**src/verilog/mode_ctrl_pkg.sv**
```systemverilog
// constants, types and encodings for the operating-mode controller
// Overview of operation
// - interrupt output: held low or pulse
// - power-up: init reset, reset low, supply-loss flag
// - init reset to config; 256 ms timeout
// - init registers writable only in config
// - config re-entry only via secured procedure
// - config: buses, aux, I/O, mux off
// - watchdog fault or low supply enters reset
// - reset 1 ms; longer only for low supply
// - reset or wake leads to normal request
// - pass transistor on only in normal, flash
// - low power plain; others need secured procedure, except reset from flash, which takes the request alone
// - flash: 32 s watchdog, half-period interrupt in pulse mode
// - debug suppresses watchdog transitions, bus regulator on in config
// - debug left by pin drop or command
// - low power refused while wake flags set
// - supply-off mode kills mcu, bus, aux supplies
// - wake passes reset to normal request, recorded
// - command 0x5C10 wakes supply-on low power
// - over-current beyond selected time is wake
// - wake in supply-on mode pulses interrupt
// - supply-on timeout watchdog, refresh keeps mode
// - secured code fresh, altered echo, readable
// - refresh word 0x5A00 enters normal
package mode_ctrl_pkg;
    localparam int CLOCK_HZ = 125_000_000;
    localparam int TICK_US = 1;
    localparam int TICK_CYCLES = CLOCK_HZ / 1_000_000 * TICK_US;
    localparam int RESET_US = 1000;
    localparam int CONFIG_TIMEOUT_MS = 256;
    localparam int NREQ_TIMEOUT_MS = 256;
    localparam int FLASH_PERIOD_S = 32;
    localparam int OVERCURRENT_MAX_MS = 32;
    localparam int RESET_TICKS = RESET_US / TICK_US;
    localparam int CONFIG_TICKS = CONFIG_TIMEOUT_MS * 1000 / TICK_US;
    localparam int NREQ_TICKS = NREQ_TIMEOUT_MS * 1000 / TICK_US;
    localparam int FLASH_TICKS = FLASH_PERIOD_S * 1_000_000 / TICK_US;
    localparam int OC_MAX_TICKS = OVERCURRENT_MAX_MS * 1000 / TICK_US;
    localparam logic [15:0] CMD_REFRESH = 16'h5A00;
    localparam logic [15:0] CMD_WAKE_NREQ = 16'h5C10;
    localparam logic [15:0] LFSR_SEED = 16'hACE1;
    localparam logic [7:0] RANDOM_RESET = 8'h00;

    typedef enum logic [8:0] {
        ST_INIT_RESET = 9'h001,
        ST_CONFIG = 9'h002,
        ST_RESET = 9'h004,
        ST_NREQ = 9'h008,
        ST_NORMAL = 9'h010,
        ST_FLASH = 9'h020,
        ST_LP_ON = 9'h040,
        ST_LP_OFF = 9'h080,
        ST_LP_OFF_WAKE = 9'h100
    } mode_e;

    typedef enum logic [2:0] {
        REQ_RESET = 3'd1,
        REQ_CONFIG = 3'd2,
        REQ_FLASH = 3'd3,
        REQ_NONE = 3'd0
    } secure_req_e;

    typedef struct packed {
        logic bus_wake;
        logic timer_wake;
        logic io_wake;
        logic cyclic_wake;
    } wake_src_s;

    typedef struct packed {
        logic mcu_supply;
        logic bus_regulator;
        logic aux_regulator;
        logic bus_if;
        logic io_pins;
        logic analog_mux;
        logic pass_transistor;
    } power_gate_s;
endpackage : mode_ctrl_pkg

```
**src/verilog/mode_ctrl.sv**
```systemverilog
// operating-mode state machine with reset, interrupt and supply gating
`timescale 1ns/1ps
module mode_ctrl #(
    parameter int LONG_RESET_US = 4000,
    parameter int TICK_DIV = mode_ctrl_pkg::TICK_CYCLES,
    parameter int INT_PULSE_MAX = 255
) (
    input wire logic clock,
    input wire logic rst,
    input wire logic cmd_valid,
    input wire logic [15:0] cmd_word,
    input wire logic cmd_is_init_reg,
    input wire logic cmd_write,
    input wire logic lp_off_req,
    input wire logic lp_on_req,
    input wire logic fail_safe_lp_off,
    input wire logic lp_refresh_cmd,
    input wire logic secure_request,
    input wire logic [2:0] secure_target,
    input wire logic secure_answer,
    input wire logic [7:0] secure_answer_code,
    input wire logic debug_exit_cmd,
    input wire logic wd_fault,
    input wire logic debug_select_pin,
    input wire logic supply_low,
    input wire logic overcurrent,
    input wire mode_ctrl_pkg::wake_src_s wake_in,
    input wire logic wake_flags_set,
    input wire logic int_event,
    input wire logic int_pulse_mode,
    input wire logic [7:0] int_pulse_len,
    input wire logic long_reset_sel,
    input wire logic [15:0] nreq_short_ticks,
    input wire logic nreq_short_sel,
    input wire logic [15:0] oc_sel_ticks,
    input wire logic lp_wd_enable,
    input wire logic [15:0] lp_wd_ticks,
    input wire logic flash_half_int_en,
    input wire logic supply_loss_clear,
    output logic reset_n_out,
    output logic reset_n_oe_n,
    output logic int_n,
    output mode_ctrl_pkg::mode_e mode_q,
    output mode_ctrl_pkg::power_gate_s gate_q,
    output logic init_write_ok_q,
    output logic debug_active_q,
    output logic supply_loss_q,
    output logic [7:0] random_code_q,
    output mode_ctrl_pkg::wake_src_s wake_record_q,
    output logic cmd_refused_q
);
    import mode_ctrl_pkg::*;

    // the time-base divider is only eight bits wide
    if (TICK_DIV < 1 || TICK_DIV > 256 || LONG_RESET_US < RESET_US || INT_PULSE_MAX < 1) begin : g_bad_params
        $error("mode_ctrl: unsupported parameter values");
    end

    // two-flop synchronisers for pin-level inputs
    logic dbg_s1_q, dbg_s2_q, sup_s1_q, sup_s2_q, oc_s1_q, oc_s2_q;
    wake_src_s wake_s1_q, wake_s2_q;
    always_ff @(posedge clock or posedge rst) begin
        if (rst) begin
            dbg_s1_q <= 1'b0;
            dbg_s2_q <= 1'b0;
            sup_s1_q <= 1'b0;
            sup_s2_q <= 1'b0;
            oc_s1_q <= 1'b0;
            oc_s2_q <= 1'b0;
            wake_s1_q <= '0;
            wake_s2_q <= '0;
        end else begin
            dbg_s1_q <= debug_select_pin;
            dbg_s2_q <= dbg_s1_q;
            sup_s1_q <= supply_low;
            sup_s2_q <= sup_s1_q;
            oc_s1_q <= overcurrent;
            oc_s2_q <= oc_s1_q;
            wake_s1_q <= wake_in;
            wake_s2_q <= wake_s1_q;
        end
    end

    // shared microsecond time base
    logic [7:0] div_q;
    logic tick;
    assign tick = (div_q == 8'(TICK_DIV - 1));
    always_ff @(posedge clock or posedge rst) begin
        if (rst) begin
            div_q <= '0;
        end else if (tick) begin
            div_q <= '0;
        end else begin
            div_q <= div_q + 8'h01;
        end
    end

    function automatic logic is_refresh(input logic v, input logic [15:0] w);
        return v && (w == CMD_REFRESH);
    endfunction : is_refresh

    mode_e mode_d;
    logic [25:0] tmr_q;
    logic entered;
    logic reset_long_q;
    logic secure_armed_q;
    secure_req_e secure_tgt_q;
    logic secure_ok;
    logic [15:0] oc_q;
    logic oc_wake, oc_short;
    logic refresh;
    logic any_wake;
    logic half_hit;

    assign refresh = is_refresh(cmd_valid, cmd_word);
    assign entered = (mode_d != mode_q);
    assign any_wake = |wake_s2_q;
    // altered echo is the bitwise complement of the issued code
    assign secure_ok = secure_answer && secure_armed_q && (secure_answer_code == ~random_code_q);
    assign oc_wake = oc_s2_q && (oc_q >= oc_sel_ticks) && (oc_sel_ticks <= 16'(OC_MAX_TICKS));
    assign oc_short = !oc_s2_q && (oc_q != 16'h0000) && (oc_q < oc_sel_ticks);
    assign half_hit = tick && (tmr_q == 26'(FLASH_TICKS / 2));

    // next-mode decision
    always_comb begin
        mode_d = mode_q;
        case (mode_q)
            ST_INIT_RESET: begin
                if (tick && tmr_q >= 26'(RESET_TICKS)) begin
                    mode_d = ST_CONFIG;
                end
            end
            ST_CONFIG: begin
                if (refresh) begin
                    mode_d = ST_NORMAL;
                end else if (!debug_active_q && tmr_q >= 26'(CONFIG_TICKS)) begin
                    mode_d = ST_INIT_RESET;
                end
            end
            ST_RESET: begin
                if (tmr_q >= (reset_long_q ? 26'(LONG_RESET_US) : 26'(RESET_TICKS))) begin
                    mode_d = ST_NREQ;
                end
            end
            ST_NREQ: begin
                if (wd_fault && !debug_active_q) begin
                    mode_d = ST_RESET;
                end else if (refresh) begin
                    mode_d = ST_NORMAL;
                end else if (sup_s2_q) begin
                    mode_d = ST_RESET;
                end else if (!debug_active_q && tmr_q >= (nreq_short_sel ? 26'(nreq_short_ticks) : 26'(NREQ_TICKS))) begin
                    mode_d = ST_RESET;
                end
            end
            ST_NORMAL: begin
                if (sup_s2_q || (wd_fault && !debug_active_q)) begin
                    mode_d = ST_RESET;
                end else if (secure_ok && secure_tgt_q == REQ_RESET) begin
                    mode_d = ST_RESET;
                end else if (secure_ok && secure_tgt_q == REQ_CONFIG) begin
                    mode_d = ST_CONFIG;
                end else if (secure_ok && secure_tgt_q == REQ_FLASH) begin
                    mode_d = ST_FLASH;
                end else if ((lp_off_req || fail_safe_lp_off) && !wake_flags_set) begin
                    mode_d = ST_LP_OFF;
                end else if (lp_on_req && !wake_flags_set) begin
                    mode_d = ST_LP_ON;
                end
            end
            ST_FLASH: begin
                if (sup_s2_q || secure_request && secure_target == 3'(REQ_RESET)) begin
                    mode_d = ST_RESET;
                end else if (!debug_active_q && (wd_fault || tmr_q >= 26'(FLASH_TICKS))) begin
                    mode_d = ST_RESET;
                end
            end
            ST_LP_ON: begin
                if (sup_s2_q) begin
                    mode_d = ST_RESET;
                end else if (any_wake || oc_wake || (cmd_valid && cmd_word == CMD_WAKE_NREQ)) begin
                    mode_d = ST_NREQ;
                end else if (lp_wd_enable && !debug_active_q && tmr_q >= 26'(lp_wd_ticks)) begin
                    mode_d = ST_RESET;
                end
            end
            ST_LP_OFF: begin
                if (any_wake) begin
                    mode_d = ST_LP_OFF_WAKE;
                end
            end
            ST_LP_OFF_WAKE: begin
                mode_d = ST_RESET;
            end
            default: begin
                mode_d = ST_INIT_RESET;
            end
        endcase
    end

    always_ff @(posedge clock or posedge rst) begin
        if (rst) begin
            mode_q <= ST_INIT_RESET;
        end else begin
            mode_q <= mode_d;
        end
    end

    // per-mode timeout counter, restarted on every mode entry
    always_ff @(posedge clock or posedge rst) begin
        if (rst) begin
            tmr_q <= '0;
        end else if (entered || (mode_q == ST_LP_ON && (lp_refresh_cmd || oc_short))) begin
            tmr_q <= '0;
        end else if (mode_q == ST_FLASH && refresh) begin
            tmr_q <= '0;
        end else if (tick && tmr_q != '1) begin
            tmr_q <= tmr_q + 26'h0000001;
        end
    end

    // reset length chosen at the moment reset is entered
    always_ff @(posedge clock or posedge rst) begin
        if (rst) begin
            reset_long_q <= 1'b0;
        end else if (entered && mode_d == ST_RESET) begin
            reset_long_q <= sup_s2_q && long_reset_sel;
        end
    end

    // over-current duration in supply-on low power
    always_ff @(posedge clock or posedge rst) begin
        if (rst) begin
            oc_q <= '0;
        end else if (mode_q != ST_LP_ON || !oc_s2_q) begin
            oc_q <= '0;
        end else if (tick && oc_q != '1) begin
            oc_q <= oc_q + 16'h0001;
        end
    end

    // debug mode: caught once when init reset hands over to config
    // next value shared with the gating so the bus regulator never lags the flag
    logic debug_d;
    always_comb begin
        debug_d = debug_active_q;
        if (mode_q == ST_INIT_RESET && mode_d == ST_CONFIG) begin
            debug_d = dbg_s2_q;
        end else if (debug_exit_cmd || !dbg_s2_q) begin
            debug_d = 1'b0;
        end
    end

    always_ff @(posedge clock or posedge rst) begin
        if (rst) begin
            debug_active_q <= 1'b0;
        end else begin
            debug_active_q <= debug_d;
        end
    end

    // free-running scrambler; the code is latched fresh on each request made in normal mode
    logic [15:0] lfsr_q;
    always_ff @(posedge clock or posedge rst) begin
        if (rst) begin
            lfsr_q <= LFSR_SEED;
        end else begin
            lfsr_q <= {lfsr_q[14:0], lfsr_q[15] ^ lfsr_q[13] ^ lfsr_q[12] ^ lfsr_q[10]};
        end
    end

    always_ff @(posedge clock or posedge rst) begin
        if (rst) begin
            random_code_q <= RANDOM_RESET;
            secure_armed_q <= 1'b0;
            secure_tgt_q <= REQ_NONE;
        end else if (secure_request && mode_q == ST_NORMAL) begin
            random_code_q <= lfsr_q[7:0];
            secure_armed_q <= 1'b1;
            secure_tgt_q <= secure_req_e'(secure_target);
        end else if (secure_answer || entered) begin
            secure_armed_q <= 1'b0;
        end
    end

    // supply-loss flag: set wins over clear
    always_ff @(posedge clock or posedge rst) begin
        if (rst) begin
            supply_loss_q <= 1'b1;
        end else if (mode_q == ST_INIT_RESET) begin
            supply_loss_q <= 1'b1;
        end else if (supply_loss_clear) begin
            supply_loss_q <= 1'b0;
        end
    end

    // wake source record, sticky until the next low-power entry
    always_ff @(posedge clock or posedge rst) begin
        if (rst) begin
            wake_record_q <= '0;
        end else if (entered && (mode_d == ST_LP_ON || mode_d == ST_LP_OFF)) begin
            wake_record_q <= '0;
        end else if (mode_q == ST_LP_ON || mode_q == ST_LP_OFF) begin
            wake_record_q <= wake_record_q | wake_s2_q;
        end
    end

    always_ff @(posedge clock or posedge rst) begin
        if (rst) begin
            init_write_ok_q <= 1'b0;
            cmd_refused_q <= 1'b0;
        end else begin
            init_write_ok_q <= (mode_d == ST_CONFIG);
            cmd_refused_q <= (cmd_valid && cmd_write && cmd_is_init_reg && mode_q != ST_CONFIG)
                || ((lp_on_req || lp_off_req) && wake_flags_set);
        end
    end

    // supply and function gating by mode
    always_ff @(posedge clock or posedge rst) begin
        if (rst) begin
            gate_q <= '0;
        end else begin
            gate_q.mcu_supply <= (mode_d != ST_LP_OFF);
            gate_q.bus_regulator <= (mode_d == ST_CONFIG) ? debug_d
                : !(mode_d inside {ST_LP_ON, ST_LP_OFF, ST_INIT_RESET});
            gate_q.aux_regulator <= !(mode_d inside {ST_CONFIG, ST_LP_ON, ST_LP_OFF, ST_INIT_RESET});
            gate_q.bus_if <= !(mode_d inside {ST_CONFIG, ST_LP_ON, ST_LP_OFF, ST_INIT_RESET});
            gate_q.io_pins <= !(mode_d inside {ST_CONFIG, ST_INIT_RESET});
            gate_q.analog_mux <= !(mode_d inside {ST_CONFIG, ST_LP_ON, ST_LP_OFF, ST_INIT_RESET});
            gate_q.pass_transistor <= (mode_d == ST_NORMAL || mode_d == ST_FLASH);
        end
    end

    // open-drain reset: oe low means driving low
    always_ff @(posedge clock or posedge rst) begin
        if (rst) begin
            reset_n_out <= 1'b0;
            reset_n_oe_n <= 1'b0;
        end else begin
            reset_n_out <= 1'b0;
            reset_n_oe_n <= !(mode_d inside {ST_INIT_RESET, ST_RESET});
        end
    end

    // interrupt: level or timed pulse; wake in supply-on mode forces a pulse
    logic [7:0] pulse_q;
    logic int_trig;
    assign int_trig = int_event || (mode_q == ST_FLASH && flash_half_int_en && half_hit)
        || (mode_q == ST_LP_ON && mode_d == ST_NREQ);
    always_ff @(posedge clock or posedge rst) begin
        if (rst) begin
            pulse_q <= '0;
            int_n <= 1'b1;
        end else if (int_trig && (int_pulse_mode || mode_q == ST_LP_ON)) begin
            pulse_q <= (int_pulse_len == 8'h00) ? 8'h01 : int_pulse_len;
            int_n <= 1'b0;
        end else if (pulse_q != 8'h00) begin
            pulse_q <= tick ? pulse_q - 8'h01 : pulse_q;
            int_n <= (pulse_q == 8'h01 && tick);
        end else begin
            int_n <= !(int_event && !int_pulse_mode);
        end
    end
endmodule : mode_ctrl

```
**config.mk**
```make
export PLATFORM = sky130hd
export DESIGN_NAME = mode_ctrl
export DESIGN_NICKNAME = d
export VERILOG_FILES = /design/src/verilog/mode_ctrl_pkg.sv /design/src/verilog/mode_ctrl.sv
export SDC_FILE = /design/constraint.sdc
export NUM_CORES = 1
export LEC_CHECK = 0
export ABC_AREA = 1
export BUFFER_PORTS_ARGS = -buffer_cell sky130_fd_sc_hd__buf_2
export CAP_MARGIN = 20
export CORE_ASPECT_RATIO = 0.7
export CORE_MARGIN = 2
export CORE_UTILIZATION = 55
export CTS_CLUSTER_DIAMETER = 200
export CTS_CLUSTER_SIZE = 28
export DETAILED_ROUTE_END_ITERATION = 6
export GPL_ROUTABILITY_DRIVEN = 1
export PLACE_DENSITY_LB_ADDON = 0.12
export SYNTH_ARGS = -nofsm -noshare
export SYNTH_HDL_FRONTEND = slang
export SYNTH_SLANG_ARGS = --single-unit
```
**constraint.sdc**
```tcl
create_clock -name clock -period 4.1 [get_ports clock]
set_input_delay 0.205 -clock clock [delete_from_list [all_inputs] [get_ports clock]]
set_output_delay 0.205 -clock clock [all_outputs]
set_load 0.005 [all_outputs]
```
==> key figures <==
Detailed routing
  – WL per Instance: roughly 14 µm
  – Vias/cell: between 5 and 6
  – DRC errors left: 0
  – Routed Antenna Nets: 0
  – DRT iter0 DRCs: slightly below 700
  – Drt first pass iters: 5
  – Total Routed Length: roughly 22,000 µm
  – Detailed-route via count: 8,022

Clock network
  – CTS root buf: clkbuf_16
  – CTS tree: built
  – CTS buffer count: 17
  – H-Tree Level Count: 4
  – Clock sinks: about 130
  – Clk slew on worst S/H paths: roughly 0.06 ns
  – Post-CTS Setup Inserts: 0
  – Skew-Pair Late Insertion Delay: roughly 0.42 ns
  – CTS Buffer Depth: 2

Synthesis
  – Ys flop type: dfrtp_1
  – Mapped cell area: about 0.0085 mm²
  – Post-synth ARST share: 100%
  – Dominant cells by area after synthesis: dfrtp_1 (33%), nand2_1 (10%), ha_1 (9.2%)
  – Sequential cell area fraction in the yosys report: between 30% and 40%
  – Avg Cell Area, Syn: between 7 and 8 µm²
  – Syn_nets: ~1,300
  – Yosys top cell area share: ~33%
  – Yosys cell types: 52
  – Synth warn: 0
  – Largest area contributor in the netlist: dfrtp_1
  – Post-Synthesis Cells: between 1,000 and 1,500
  – Yosys reg bits: approximately 130
  – Post-synth EDFFs: 0

Global route
  – Antenna violations before repair: 0
  – Gr usage total: between 20% and 30%
  – First-pass GRT wire length: between 30,000 and 40,000 µm
  – Largest net degree at the start of global routing: between 70 and 80
  – Total grt overflow: 0
  – Number of global-route vias before repair: about 7,400

Final layout
  – Commonest non-fill, non-tap cell in the layout: nand2_1
  – Core Util, Final: 66.0%
  – Share of cells above drive strength 1: about a fifth
  – N_diodes: 0
  – Final #Nets: ~1,500
  – Commonest cells after routing, fill and taps aside: nand2_1 (238), inv_1 (175), nor2_1 (145)
  – Area growth syn-to-layout: 18.4%
  – Fin cells: between 1,500 and 2,000

Placement
  – Dpl hpwl: roughly 17,000 µm
  – GP Congestion: just over 1
  – Worst slack, placed: 0.931 ns
  – I/O Buffers: ~140
  – Cells after DPL: between 1,000 and 1,500

Die
  – Full die area: between 0.015 and 0.02 mm²
  – Row Count: 38
  – I/O Pins: between 100 and 150
  – Chip Width: 153 µm
  – Core area: between 0.015 and 0.02 mm²
  – Die Ht: approximately 110 µm
  – Initial Util: 55.7%

Hold path
  – HP Class: input port to flop

Power and ir drop
  – Worst vdd ir: ~0.00028 V
  – Leak: roughly 5.3 nW
  – Pwr dens: roughly 290 mW/mm²

Critical path
  – Worst Path Class, Setup: flop to flop
  – Critical Path Source Type: flop
  – CP endpoint kind: flop
  – Worst Path Required: around 4.4 ns
  – Max FO, Critical Path: 26
  – WP data arrival: around 3.4 ns

Timing
  – Clock skew: 0.0134 ns
  – Max Fclk: 325 MHz
  – Final setup violation count: 0
  – Worst Tran Pin Value: 0.670 ns
  – RSZ-0062 raised after global routing: false
  – Final Critical Period: approximately 3.1 ns
  – Fin. Hold Viols: 0
  – Final worst slack: roughly 1 ns
  – Max-slew headroom: between 50% and 60%
  – Slew Limit Fails: 0
  – Hold_ws: around 0.011 ns
  – Total Neg Setup Slack: 0 ns
  – Final period util: ~75%

Status
  – Run status: completed

Job
  – Max-Cap Viols: 0
==> routing by layer <==
layer | GRT usage [%] | wire (µm)
met4 | 6.08 | 208
met3 | 5.49 | 1480
met5 | 0 | 0
met1 | 41.6 | 11000
met2 | 41.1 | 9320
==> repair_timing <==
action / 4_1_cts / 5_1_grt
hold buffers: 9 / 0
resized for setup: 0 / 0
endpoints found under the hold margin: 56 / 0
==> path summary, 6_finish.rpt <==
check	from	to	slack, ns	cells after the start
setup / recovery	div_q[0]	tmr_q[21]	1.03	15
hold / removal	int_pulse_len[3]	pulse_q[3]	0.01	3
setup reg to reg	div_q[0]	tmr_q[21]	1.03	15
hold reg to reg	wake_s1_q[1]	wake_s2_q[1]	0.35	0
max in group asynchronous	rst	lfsr_q[5]	2.80	4
min in group asynchronous	rst	pulse_q[0]	0.44	3
==> power breakdown <==
group,total [W],leakage [nW],internal [W],switching (W)
Combinational,0.000223,3.46,0.0000912,0.000132
Clock,0.00140,0.266,0.000831,0.000568
Sequential,0.00127,1.63,0.00125,0.0000125
==> cells by family (layout without fill, tap and decap cells) <==
kind of cell    Yosys count  after routing  synth area share [%]
buf+inv                 196            371                  8.99
fa+ha+maj                63             63                  9.24
flops                   125            125                  36.8
xor+xnor                 32             32                  3.29
simple gates            597            597                  32.2
mux                       8              8                  1.06
compound gates          126            126                  8.38
other cells               1              1                0.0440
==> worst max-delay path, stage by stage (launching register included) <==
cell and delay (ns):
dfrtp_1 0.41, inv_1 0.10, ha_1 0.16, nand3_1 0.10, nor2_1 0.34, buf_4 0.26, nand2_1 0.09, nand2_2 0.11
nand3_4 0.11, nand2_1 0.07, nand2_1 0.04, nor2_1 0.10, nand3_1 0.10, a21oi_2 0.20, nand4_4 0.51, nor2_1 0.26
==> through the flow <==
stage / total power [W] / area, µm²
after floorplan: 0.00141 / 8530
after global placement: 0.00150 / 9460
after detailed placement: 0.00150 / 9460
after CTS: 0.00291 / 10100
after global routing: 0.00301 / 10100
final: 0.00289 / 10100
==> cell usage after synthesis (all sizes together) (2+ instances only) <==
cell	n
nand2	244
nor2	184
inv	182
dfrtp	114
nand3	76
ha	63
a21oi	58
o21ai	39
nor3	38
nand4	31
xor2	23
nor4	13
dfstp	11
buf	9
xnor2	9
mux2	8
o22ai	5
clkbuf	4
o21a	4
o21bai	4
a211oi	3
a21o	3
a31oi	3
nor3b	3
o221ai	3
or2	3
a21boi	2
nand3b	2
==> state kept, by name, summed over array words and instances, names as in the netlist, 3 cells and up <==
| name | flops |
|---|---|
| lfsr_q | 16 |
| wake_s2_q | 4 |
| mode_q | 9 |
| random_code_q | 8 |
| div_q | 8 |
| secure_tgt_q | 3 |
| tmr_q | 26 |
| wake_record_q | 4 |
| pulse_q | 8 |
| oc_q | 16 |
| gate_q | 5 |
| wake_s1_q | 4 |
==> cell type report <==
type | count | area, µm²
fillers | 1381 | 5210
multi-input cells | 827 | 4620
flip-flops and latches | 125 | 3140
repair buffers | 156 | 846
inverters | 183 | 689
clock buffers | 18 | 429
well taps | 200 | 250
clock inverters | 14 | 121
(Power assumes the default switching activity.)
